==> config.mk <==
export PLATFORM = sky130hd
export DESIGN_NAME = rbt_transceiver
export DESIGN_NICKNAME = d
export VERILOG_FILES = /design/src/pkg/rbt_pkg.sv /design/src/design/rbt_fifo.sv /design/src/design/rbt_transceiver.sv
export VERILOG_INCLUDE_DIRS = /design/src /design/src/pkg
export SDC_FILE = /design/constraint.sdc
export NUM_CORES = 1
export LEC_CHECK = 0
export BUFFER_PORTS_ARGS = -buffer_cell sky130_fd_sc_hd__buf_2
export CORE_ASPECT_RATIO = 0.75
export CORE_MARGIN = 2
export CORE_UTILIZATION = 30
export DETAILED_ROUTE_END_ITERATION = 10
export PLACE_DENSITY_LB_ADDON = 0.3
export SETUP_SLACK_MARGIN = 0.1
export SYNTH_ARGS = -nofsm -noshare
export SYNTH_HDL_FRONTEND = slang
export SYNTH_SLANG_ARGS = --single-unit
export TNS_END_PERCENT = 50
==> constraint.sdc <==
create_clock -name mclk -period 4.4 [get_ports mclk]
set_input_delay 0.44 -clock mclk [delete_from_list [all_inputs] [get_ports mclk]]
set_output_delay 0.44 -clock mclk [all_outputs]
set_load 0.01 [all_outputs]
==> src/pkg/rbt_cfg.svh <==
// constants of the registered bus transceiver
`ifndef RBT_CFG_SVH
`define RBT_CFG_SVH

`define RBT_DATA_W 16
`define RBT_HALF_W 8
`define RBT_HALVES 2
`define RBT_DIRS 2
`define RBT_DIR_AB 0
`define RBT_DIR_BA 1
`define RBT_FIFO_DEPTH 16
`define RBT_BANK_RST 16'h0000
`define RBT_CTRL_RST 3'h7

`endif

==> src/pkg/rbt_pkg.sv <==
// types of the registered bus transceiver
`include "rbt_cfg.svh"

package rbt_pkg;

  // control pins of one direction of one half
  typedef struct packed {
    logic clk;
    logic enN;
    logic oeN;
  } rbt_ctrl_t;

  // one capture on its way to a register bank
  typedef struct packed {
    logic [`RBT_HALVES-1:0] halfMask;
    logic [`RBT_DATA_W-1:0] data;
  } rbt_word_t;

endpackage
==> src/design/rbt_fifo.sv <==
// word fifo with valid and ready on both sides
`timescale 1ns/1ps
`default_nettype none

module rbt_fifo #(
  parameter int WIDTH = 18,
  parameter int DEPTH = 16
) (
  // clock and reset
  input wire logic mclk,
  input wire logic rst_b,
  // filling side
  input wire logic inValid,
  output logic inReady,
  input wire logic [WIDTH-1:0] inData,
  // draining side
  output logic outValid,
  input wire logic outReady,
  output logic [WIDTH-1:0] outData
);

  localparam int AW = (DEPTH > 1) ? $clog2(DEPTH) : 1;

  logic [WIDTH-1:0] mem [DEPTH];
  logic [AW-1:0] wrPtr_reg;
  logic [AW-1:0] wrPtr_next;
  logic [AW-1:0] rdPtr_reg;
  logic [AW-1:0] rdPtr_next;
  logic [AW:0] count_reg;
  logic [AW:0] count_next;
  logic inFire;
  logic outFire;

  assign inReady = (count_reg != (AW + 1)'(DEPTH));
  assign outValid = (count_reg != '0);
  assign outData = mem[rdPtr_reg];
  assign inFire = inValid && inReady;
  assign outFire = outValid && outReady;

  function automatic logic [AW-1:0] ptrInc(input logic [AW-1:0] p);
    if (p == AW'(DEPTH - 1)) begin
      ptrInc = '0;
    end else begin
      ptrInc = p + AW'(1);
    end
  endfunction

  always_comb begin
    wrPtr_next = wrPtr_reg;
    rdPtr_next = rdPtr_reg;
    count_next = count_reg;
    if (inFire) begin
      wrPtr_next = ptrInc(wrPtr_reg);
    end
    if (outFire) begin
      rdPtr_next = ptrInc(rdPtr_reg);
    end
    if (inFire && !outFire) begin
      count_next = count_reg + (AW + 1)'(1);
    end else if (outFire && !inFire) begin
      count_next = count_reg - (AW + 1)'(1);
    end
  end

  always_ff @(posedge mclk or negedge rst_b) begin
    if (!rst_b) begin
      wrPtr_reg <= '0;
      rdPtr_reg <= '0;
      count_reg <= '0;
    end else begin
      wrPtr_reg <= wrPtr_next;
      rdPtr_reg <= rdPtr_next;
      count_reg <= count_next;
    end
  end

  // storage has no reset; only written words are ever read
  always_ff @(posedge mclk) begin
    if (inFire) begin
      mem[wrPtr_reg] <= inData;
    end
  end

endmodule

`default_nettype wire

==> src/design/rbt_transceiver.sv <==
// 16-bit registered bus transceiver, two directions, two halves
//
// Overview of operation
// - two storage banks, A-to-B and B-to-A
// - capture source bus on rising direction clock
// - capture only while clock enable low
// - otherwise bank keeps last captured value
// - output enable low drives bank onto bus
// - B-to-A path has own clock, enables
// - two 8-bit halves, each fully separate controls
`timescale 1ns/1ps
`default_nettype none
`include "rbt_cfg.svh"

module rbt_transceiver (
  // clock and reset
  input wire logic mclk,
  input wire logic rst_b,
  // a-to-b controls, one bit per half
  input wire logic [`RBT_HALVES-1:0] aToBClock,
  input wire logic [`RBT_HALVES-1:0] aToBClockEnableN,
  input wire logic [`RBT_HALVES-1:0] aToBOutputEnableN,
  // b-to-a controls, one bit per half
  input wire logic [`RBT_HALVES-1:0] bToAClock,
  input wire logic [`RBT_HALVES-1:0] bToAClockEnableN,
  input wire logic [`RBT_HALVES-1:0] bToAOutputEnableN,
  // bus a pins
  input wire logic [`RBT_DATA_W-1:0] aIn,
  output logic [`RBT_DATA_W-1:0] aOut,
  output logic [`RBT_DATA_W-1:0] aOe,
  // bus b pins
  input wire logic [`RBT_DATA_W-1:0] bIn,
  output logic [`RBT_DATA_W-1:0] bOut,
  output logic [`RBT_DATA_W-1:0] bOe,
  // capture path stalled, a capture is waiting for the fifo
  output logic [`RBT_DIRS-1:0] captureStall
);

  localparam int WORD_W = $bits(rbt_pkg::rbt_word_t);

  // control and data synchronisers
  rbt_pkg::rbt_ctrl_t [`RBT_DIRS-1:0][`RBT_HALVES-1:0] ctrlPin;
  rbt_pkg::rbt_ctrl_t [`RBT_DIRS-1:0][`RBT_HALVES-1:0] ctrlS1_reg;
  rbt_pkg::rbt_ctrl_t [`RBT_DIRS-1:0][`RBT_HALVES-1:0] ctrlS2_reg;
  rbt_pkg::rbt_ctrl_t [`RBT_DIRS-1:0][`RBT_HALVES-1:0] ctrlS3_reg;
  rbt_pkg::rbt_ctrl_t [`RBT_DIRS-1:0][`RBT_HALVES-1:0] ctrlLvl_reg;
  rbt_pkg::rbt_ctrl_t [`RBT_DIRS-1:0][`RBT_HALVES-1:0] ctrlLvl_next;
  logic [`RBT_DIRS-1:0][`RBT_DATA_W-1:0] dataPin;
  logic [`RBT_DIRS-1:0][`RBT_DATA_W-1:0] dataS1_reg;
  logic [`RBT_DIRS-1:0][`RBT_DATA_W-1:0] dataS2_reg;
  logic [`RBT_DIRS-1:0][`RBT_DATA_W-1:0] dataS3_reg;

  // capture requests waiting for the fifo
  logic [`RBT_DIRS-1:0][`RBT_HALVES-1:0] capMask;
  logic [`RBT_DIRS-1:0] pendValid_reg;
  logic [`RBT_DIRS-1:0] pendValid_next;
  rbt_pkg::rbt_word_t [`RBT_DIRS-1:0] pendWord_reg;
  rbt_pkg::rbt_word_t [`RBT_DIRS-1:0] pendWord_next;

  // fifo draining side and register banks
  logic [`RBT_DIRS-1:0] fifoInReady;
  logic [`RBT_DIRS-1:0] fifoOutValid;
  logic [`RBT_DIRS-1:0][WORD_W-1:0] fifoOutData;
  logic drainReady_reg;
  logic drainReady_next;
  logic [`RBT_DIRS-1:0][`RBT_DATA_W-1:0] bank_reg;
  logic [`RBT_DIRS-1:0][`RBT_DATA_W-1:0] bank_next;
  logic [`RBT_DIRS-1:0][`RBT_DATA_W-1:0] oe_reg;
  logic [`RBT_DIRS-1:0][`RBT_DATA_W-1:0] oe_next;
  logic [`RBT_DIRS-1:0] stall_reg;
  logic [`RBT_DIRS-1:0] stall_next;

  // a level counts once the second and third stages agree
  function automatic logic [2:0] agreed(
    input logic [2:0] lvl,
    input logic [2:0] s2,
    input logic [2:0] s3
  );
    agreed = (~(s2 ^ s3) & s3) | ((s2 ^ s3) & lvl);
  endfunction

  // gather the pins into per-direction, per-half groups
  always_comb begin
    for (int h = 0; h < `RBT_HALVES; h++) begin
      ctrlPin[`RBT_DIR_AB][h] = '{clk: aToBClock[h], enN: aToBClockEnableN[h],
                                  oeN: aToBOutputEnableN[h]};
      ctrlPin[`RBT_DIR_BA][h] = '{clk: bToAClock[h], enN: bToAClockEnableN[h],
                                  oeN: bToAOutputEnableN[h]};
    end
    dataPin[`RBT_DIR_AB] = aIn;
    dataPin[`RBT_DIR_BA] = bIn;
  end

  // three-stage synchronisers for pins
  always_ff @(posedge mclk or negedge rst_b) begin
    if (!rst_b) begin
      ctrlS1_reg <= {(`RBT_DIRS * `RBT_HALVES){`RBT_CTRL_RST}};
      ctrlS2_reg <= {(`RBT_DIRS * `RBT_HALVES){`RBT_CTRL_RST}};
      ctrlS3_reg <= {(`RBT_DIRS * `RBT_HALVES){`RBT_CTRL_RST}};
      dataS1_reg <= '0;
      dataS2_reg <= '0;
      dataS3_reg <= '0;
    end else begin
      ctrlS1_reg <= ctrlPin;
      ctrlS2_reg <= ctrlS1_reg;
      ctrlS3_reg <= ctrlS2_reg;
      dataS1_reg <= dataPin;
      dataS2_reg <= dataS1_reg;
      dataS3_reg <= dataS2_reg;
    end
  end

  // filtered levels and capture decision per direction and half
  always_comb begin
    for (int d = 0; d < `RBT_DIRS; d++) begin
      for (int h = 0; h < `RBT_HALVES; h++) begin
        ctrlLvl_next[d][h] = agreed(ctrlLvl_reg[d][h], ctrlS2_reg[d][h],
                                    ctrlS3_reg[d][h]);
        capMask[d][h] = ctrlLvl_next[d][h].clk && !ctrlLvl_reg[d][h].clk
                        && !ctrlLvl_next[d][h].enN;
      end
    end
  end

  always_ff @(posedge mclk or negedge rst_b) begin
    if (!rst_b) begin
      ctrlLvl_reg <= {(`RBT_DIRS * `RBT_HALVES){`RBT_CTRL_RST}};
    end else begin
      ctrlLvl_reg <= ctrlLvl_next;
    end
  end

  // pending capture: held until the fifo takes it, later captures merge in
  always_comb begin
    for (int d = 0; d < `RBT_DIRS; d++) begin
      pendValid_next[d] = pendValid_reg[d] && !fifoInReady[d];
      pendWord_next[d] = pendWord_reg[d];
      if (!pendValid_next[d]) begin
        pendWord_next[d].halfMask = '0;
      end
      for (int h = 0; h < `RBT_HALVES; h++) begin
        if (capMask[d][h]) begin
          pendValid_next[d] = 1'b1;
          pendWord_next[d].halfMask[h] = 1'b1;
          pendWord_next[d].data[h*`RBT_HALF_W +: `RBT_HALF_W] =
            dataS3_reg[d][h*`RBT_HALF_W +: `RBT_HALF_W];
        end
      end
      stall_next[d] = pendValid_next[d] && pendValid_reg[d] && !fifoInReady[d];
    end
  end

  always_ff @(posedge mclk or negedge rst_b) begin
    if (!rst_b) begin
      pendValid_reg <= '0;
      pendWord_reg <= '0;
      stall_reg <= '0;
    end else begin
      pendValid_reg <= pendValid_next;
      pendWord_reg <= pendWord_next;
      stall_reg <= stall_next;
    end
  end

  // one fifo per direction between capture and bank
  for (genvar g = 0; g < `RBT_DIRS; g++) begin : gFifo
    rbt_fifo #(
      .WIDTH(WORD_W),
      .DEPTH(`RBT_FIFO_DEPTH)
    ) uFifo (
      .mclk(mclk),
      .rst_b(rst_b),
      .inValid(pendValid_reg[g]),
      .inReady(fifoInReady[g]),
      .inData(pendWord_reg[g]),
      .outValid(fifoOutValid[g]),
      .outReady(drainReady_reg),
      .outData(fifoOutData[g])
    );
  end

  // register banks and output enables
  always_comb begin
    rbt_pkg::rbt_word_t w;
    w = '0;
    drainReady_next = 1'b1;
    bank_next = bank_reg;
    for (int d = 0; d < `RBT_DIRS; d++) begin
      w = rbt_pkg::rbt_word_t'(fifoOutData[d]);
      for (int h = 0; h < `RBT_HALVES; h++) begin
        if (fifoOutValid[d] && drainReady_reg && w.halfMask[h]) begin
          bank_next[d][h*`RBT_HALF_W +: `RBT_HALF_W] =
            w.data[h*`RBT_HALF_W +: `RBT_HALF_W];
        end
        oe_next[d][h*`RBT_HALF_W +: `RBT_HALF_W] =
          {`RBT_HALF_W{!ctrlLvl_reg[d][h].oeN}};
      end
    end
  end

  always_ff @(posedge mclk or negedge rst_b) begin
    if (!rst_b) begin
      drainReady_reg <= 1'b0;
      bank_reg <= {`RBT_DIRS{`RBT_BANK_RST}};
      oe_reg <= '0;
    end else begin
      drainReady_reg <= drainReady_next;
      bank_reg <= bank_next;
      oe_reg <= oe_next;
    end
  end

  // bank a-to-b drives bus b, bank b-to-a drives bus a, uninverted
  assign bOut = bank_reg[`RBT_DIR_AB];
  assign bOe = oe_reg[`RBT_DIR_AB];
  assign aOut = bank_reg[`RBT_DIR_BA];
  assign aOe = oe_reg[`RBT_DIR_BA];
  assign captureStall = stall_reg;

endmodule

`default_nettype wire

==> results.json, run 1 <==
{
  "status": "finished, final reports clean",
  "ios": 112,
  "drive_gt1_share_pct": 35.14,
  "grt_max_degree": 91,
  "rsz0062_at_grt": "no",
  "setup_viol": 0,
  "period_share_pct": 66.65,
  "ys_ff_latch": 823,
  "syn-cell-area_um2": 30250,
  "clk_pin_slew_ns": 0.06,
  "final_max_slew_viol_count": 0,
  "rrSetupSlack_ns": 1.47,
  "required_ns": 4.92,
  "reg2reg_from": "gFifo[1].uFifo.rdPtr_reg[1]",
  "cts_buffers": 86,
  "hold_viol": 0,
  "drt_iter0_markers": 1313,
  "ys_types": 47,
  "skew_ns": 0.02689,
  "fmax_mhz": 341.0,
  "crit_path_max_fanout": 60,
  "holdWs_ns": 0.3373,
  "setup-tns-final_ns": 0,
  "nFillCells": 9187,
  "fp.dieH_um": 279.0,
  "slew_headroom_pct": 20.08,
  "synth-main-ff-cell": "edfxtp_1",
  "cts.repair.resized": 0,
  "syn_nets": 1538,
  "largest_reg_flops": 576,
  "layout_commonest_cell": "edfxtp_1",
  "mostFrequentLayoutCells": "edfxtp_1, dfrtp_1, mux4_2, buf_2, clkbuf_16",
  "worstHoldPathType": "input port to async pin",
  "antenna_found_initial": 0,
  "pre_cts_ws_ns": 1.420,
  "finish.utilization_pct": 36.07,
  "dpl.hpwl_mm": 37.73,
  "cp.arrival_ns": 3.45,
  "area_delta_synth_final_pct": 18.74,
  "start_util_pct": 30.38,
  "clk_latency_ns": 0.64,
  "ant_nets": 0,
  "ys_seq_area_share_pct": 77.80,
  "multi_input_area_um2": 6248,
  "grt_overflow_total": 0,
  "vias_per_cell": 4.677,
  "critPathCaptureType": "flip-flop",
  "fin_ws_ns": 1.467,
  "period_needed_ns": 2.933,
  "maxCapViolCount": 0,
  "regArea_um2": 23550,
  "startpoint": "gFifo[1].uFifo.rdPtr_reg[1]",
  "ctsHoldBuffers": 45,
  "die_x_um": 370.7,
  "leakage_nw": 12.59,
  "grt_pass1_vias": 14970,
  "routed_wl_mm": 65.58,
  "row_count": 100,
  "htreeDepth": 3,
  "die-area_um2": 103400,
  "grt_first_pass_wirelength_mm": 98.19,
  "synthCells": 1472,
  "worstMarginPinSlew_ns": 1.198,
  "drt-pass1-iter-count": 5,
  "numPortBuffers": 111,
  "syn_avg_cell_area_um2": 20.55,
  "synth_edf_count": 576,
  "vias": 14390,
  "clock_sinks": 823,
  "cts_tree": "built",
  "drc": 0,
  "start_kind": "flip-flop",
  "max-clock-path-buffers": 3,
  "ir_drop_uv": 390.5,
  "place_congestion": 0.7619,
  "critPathKind": "flip-flop to flip-flop",
  "synthArstFlopShare_pct": 30.01,
  "coreArea_um2": 99600,
  "grt_usage_pct": 12.73,
  "power_density_nw_per_um2": 627.5,
  "routedWlPerCell_um": 21.31,
  "fin_nets": 1743,
  "postCtsSetupBuffers": 0,
  "ys_warn_count": 0,
  "root_buffer": "clkbuf_16"
}
[final timing paths]
| kind | cells after the start | to |
|---|---|---|
| worst max-delay path | 5 | aOut[11] |
| worst min-delay path | 2 | dataS2_reg[0] |
| worst max register to register | 5 | aOut[11] |
| worst min register to register | 0 | dataS3_reg[16] |
| max in group asynchronous | 3 | aOut[14] |
| min in group mclk | 0 | dataS3_reg[16] |
[where the power goes]
group	switching, mW	total (mW)	leakage, nW	internal (mW)
logic	2.27	4.54	3.03	2.27
registers	1.25	10.6	8.09	9.33
clock network	2.96	7.42	1.47	4.46
[cell families (layout without fill, tap and decap cells)]
group,count (synthesis),after routing,share of synthesized area [%]
multiplexers,210,210,12.58
AO/OA/AOI/OAI,130,130,3.379
adder cells (fa/ha/maj),32,32,1.274
other,1,2,0.01240
buffers and inverters,100,378,1.907
flip-flops,823,823,77.80
XOR/XNOR,14,14,0.4053
AND/OR/NAND/NOR,162,162,2.639
[critical path, cell delays in order (launching register included)]
cell and delay (ns):
dfrtp_4 1.07, buf_4 0.49, mux4_2 0.55, a22oi_1 0.31, nand2_1 0.10, mux2_2 0.27
[per-stage QoR]
step / instance area [µm²] / instances / total power, mW
final: 35920 / 3077 / 22.54
after global routing: 35920 / 3076 / 23.58
after CTS: 35920 / 3076 / 22.86
after detailed placement: 32500 / 2870 / 15.32
after global placement: 32500 / 2870 / 15.20
after floorplan: 30250 / 1472 / 13.57
[synth_stat cells (5+ instances only)]
library cell | n | share of area (%)
nand2b_1 | 8 | 0.17
maj3_1 | 12 | 0.40
a211oi_1 | 9 | 0.22
o21ai_0 | 10 | 0.17
a21o_1 | 10 | 0.25
buf_6 | 9 | 0.34
xnor2_1 | 10 | 0.29
buf_4 | 32 | 0.79
a2111oi_0 | 8 | 0.23
clkbuf_1 | 28 | 0.35
buf_2 | 11 | 0.18
ha_1 | 18 | 0.74
mux2_2 | 79 | 2.9
edfxtp_1 | 576 | 57
mux4_2 | 128 | 9.5
nor3_2 | 5 | 0.17
nor2_1 | 30 | 0.37
buf_1 | 6 | 0.074
inv_1 | 14 | 0.17
a22oi_1 | 64 | 1.6
dfrtp_1 | 199 | 16
dfstp_2 | 48 | 4.2
o22ai_1 | 8 | 0.17
nand3_1 | 6 | 0.099
nor3_1 | 17 | 0.28
nor2b_1 | 18 | 0.37
nand2_1 | 62 | 0.77
[cell type report]
class | instances | share of cell area (%)
inverters | 14 | 0.1463
diodes | 1 | 0.006966
repair buffers | 203 | 4.019
clock inverters | 32 | 0.9021
flip-flops and latches | 823 | 65.55
multi-input cells | 549 | 17.39
well taps | 1326 | 4.619
clock buffers | 129 | 7.360
[metal layers]
layer / vias to the layer above / track usage [%] / part of all wire, %
met5: - / 0 / 0
met4: 0 / 3.581 / 2.2
met3: 101 / 2.451 / 5.7
met2: 383 / 18.34 / 43
met1: 7687 / 19.45 / 49
li1: 6219 / - / -
(Power assumes the default switching activity.)
==> run 2, diff against run 1 <==
- ABC_AREA: default -> 1
- clock period: 4.4 -> 2.95 ns (I/O delays scaled with it)
==> run 2 against run 1 <==
Sequential cell count unchanged; fmax increased by 15%; first-iteration DRC count increased by 21%; total power is 61% higher; area after synthesis grew 8.1%; utilization down 0.43 points; sequential power grew 44%; wire length is 17% higher; die area grew 8.0%.
==> results.json, run 2 <==
{
  "ys_seq_area_share_pct": 71.99,
  "power_mw": 36.36,
  "syn-cell-area_um2": 32700,
  "ios": 112,
  "layout_commonest_cell": "nand2_1",
  "crit_path_max_fanout": 11,
  "cts_buffers": 88,
  "period_needed_ns": 2.549,
  "synthArstFlopShare_pct": 30.01,
  "syn_avg_cell_area_um2": 11.28,
  "worstHoldPathType": "input port to async pin",
  "drc": 0,
  "crit_path_frequent_cell": "inv_1",
  "period_share_pct": 86.40,
  "antenna_cells": 0,
  "htreeDepth": 3,
  "fmax_mhz": 392.3,
  "clk_latency_ns": 0.64,
  "leakage_nw": 16.20,
  "required_ns": 3.47,
  "regArea_um2": 23550,
  "final_max_slew_viol_count": 0,
  "critPathCaptureType": "flip-flop",
  "mostFrequentLayoutCells": "nand2_1, edfxtp_1, nand3_1, inv_1, dfrtp_1",
  "drt-pass1-iter-count": 5,
  "power_density_nw_per_um2": 946.9,
  "slowest_stage": "dfrtp_1",
  "clock_sinks": 823,
  "grt_pass1_vias": 19190,
  "die_x_um": 385.2,
  "synth_top_area_share_pct": 52.90,
  "synthCells": 2899,
  "slew_headroom_pct": 41.13,
  "holdWs_ns": 0.2516,
  "ys_warn_count": 0,
  "clk_pin_slew_ns": 0.06,
  "grt_overflow_total": 0,
  "rsz0062_at_grt": "no",
  "path_cells": "nor2_1, nand3_1, nor2_1, inv_1, nand2_1, inv_1, ha_1, inv_1, ha_1, nand2_1, inv_1, o21ai_0, nand2_1, or2_2, nand3_1, o21ai_0",
  "maxCapViolCount": 0,
  "synth_common_cells": "nand2_1, edfxtp_1, nand3_1, inv_1, dfrtp_1",
  "cp.arrival_ns": 3.07,
  "area_delta_synth_final_pct": 17.44,
  "synth.most_common_cell": "nand2_1",
  "pre_cts_ws_ns": 0.3771,
  "routedWlPerCell_um": 16.76,
  "drt_iter0_markers": 1595,
  "row_count": 104,
  "max_stage_delay_ns": 0.43,
  "syn_nets": 2965,
  "critPathKind": "flip-flop to flip-flop",
  "cts_tree": "built",
  "numPortBuffers": 111,
  "vias": 20140,
  "max-clock-path-buffers": 3,
  "synthTopCellsByArea": "edfxtp_1, dfrtp_1, nand2_1",
  "hold_viol": 0,
  "ir_drop_uv": 866.2,
  "routed_wl_mm": 76.88,
  "rr_worst_depth": 16,
  "antenna_found_initial": 1,
  "start_kind": "flip-flop",
  "synth.largest_area_cell": "edfxtp_1",
  "fp.dieH_um": 289.9,
  "vias_per_cell": 4.389,
  "skew_ns": 0.02405,
  "grt_first_pass_wirelength_mm": 118.0,
  "setup-tns-final_ns": 0,
  "setup_viol": 0,
  "postCtsSetupBuffers": 0,
  "drive_gt1_share_pct": 13.40,
  "multi_input_area_um2": 7029,
  "coreArea_um2": 107700,
  "root_buffer": "clkbuf_16",
  "grt_usage_pct": 13.72,
  "fin_nets": 3150,
  "synth_edf_count": 576,
  "nFillCells": 10630,
  "die-area_um2": 111700,
  "status": "finished, final reports clean",
  "ant_nets": 0,
  "worstMarginPinSlew_ns": 0.8830,
  "largest_reg_flops": 576,
  "ys_types": 32,
  "place_congestion": 0.7906,
  "grt_max_degree": 147,
  "fin_ws_ns": 0.4012,
  "start_util_pct": 30.35,
  "dpl.hpwl_mm": 45.61,
  "synth-main-ff-cell": "edfxtp_1",
  "ys_ff_latch": 823
}
## run 2: worst max-delay path: cells and delay by family (launching register included)
family	cells	cell delay, ns
simple gates	8	0.89
flops	1	0.43
compound gates	2	0.21
buf+inv	4	0.37
fa+ha+maj	2	0.50
## run 2: cell families after synthesis
group / synth area share (%)
XOR/XNOR: 0.2947
AO/OA/AOI/OAI: 1.768
adder cells (fa/ha/maj): 1.179
other: 0.01147
flip-flops: 71.99
buffers and inverters: 6.708
AND/OR/NAND/NOR: 18.05
## run 2: final timing paths
kind / from / to / slack [ns]
worst max-delay path: gFifo[1].uFifo.count_reg[0] / gFifo[1].uFifo.count_reg[3] / 0.40
worst min-delay path: rst_b / bOut[9] / 0.25
worst max register to register: gFifo[1].uFifo.count_reg[0] / gFifo[1].uFifo.count_reg[3] / 0.40
worst min register to register: dataS2_reg[31] / dataS3_reg[31] / 0.33
max in group asynchronous: rst_b / ctrlS1_reg[2] / 1.85
min in group mclk: aToBClock[1] / ctrlS1_reg[5] / 0.30
## run 2: routing by layer
metal	share of wire (%)	global-route usage, %	vias to the layer above
li1	-	-	9810
met1	51	21.37	9731
met2	42	19.45	485
met3	5.5	2.423	112
met4	2.2	3.673	0
met5	0	0	-
## run 2: report_power, final
part,switching (mW),total [mW],internal [mW]
clock,4.50,11.1,6.56
combinational,6.93,10.0,3.07
sequential,1.19,15.3,14.1
## run 2: what timing repair did
item / 4_1_cts / 5_1_grt
setup endpoints to repair: 0 / 1
endpoints found under the hold margin: 98 / 0
resized for setup: 0 / 2
hold buffers: 45 / 0
## run 2: through the flow
stage	instance area, µm²	instances	utilization, %
after floorplan	32700	2899	-
after CTS	38400	4588	35.64
after global routing	38400	4588	35.64
final	38400	4588	35.64
after detailed placement	35040	4380	32.52
after global placement	35040	4380	32.52
## run 2: final cells by class
cell class                      instances  share of cell area, %
Tap cell                             1431                  4.663
Inverter                              356                  3.490
Sequential cell                       823                  61.32
Timing Repair Buffer                  239                  4.659
Clock inverter                         45                  1.160
Multi-Input combinational cell       1576                  18.31
Clock buffer                          118                  6.406
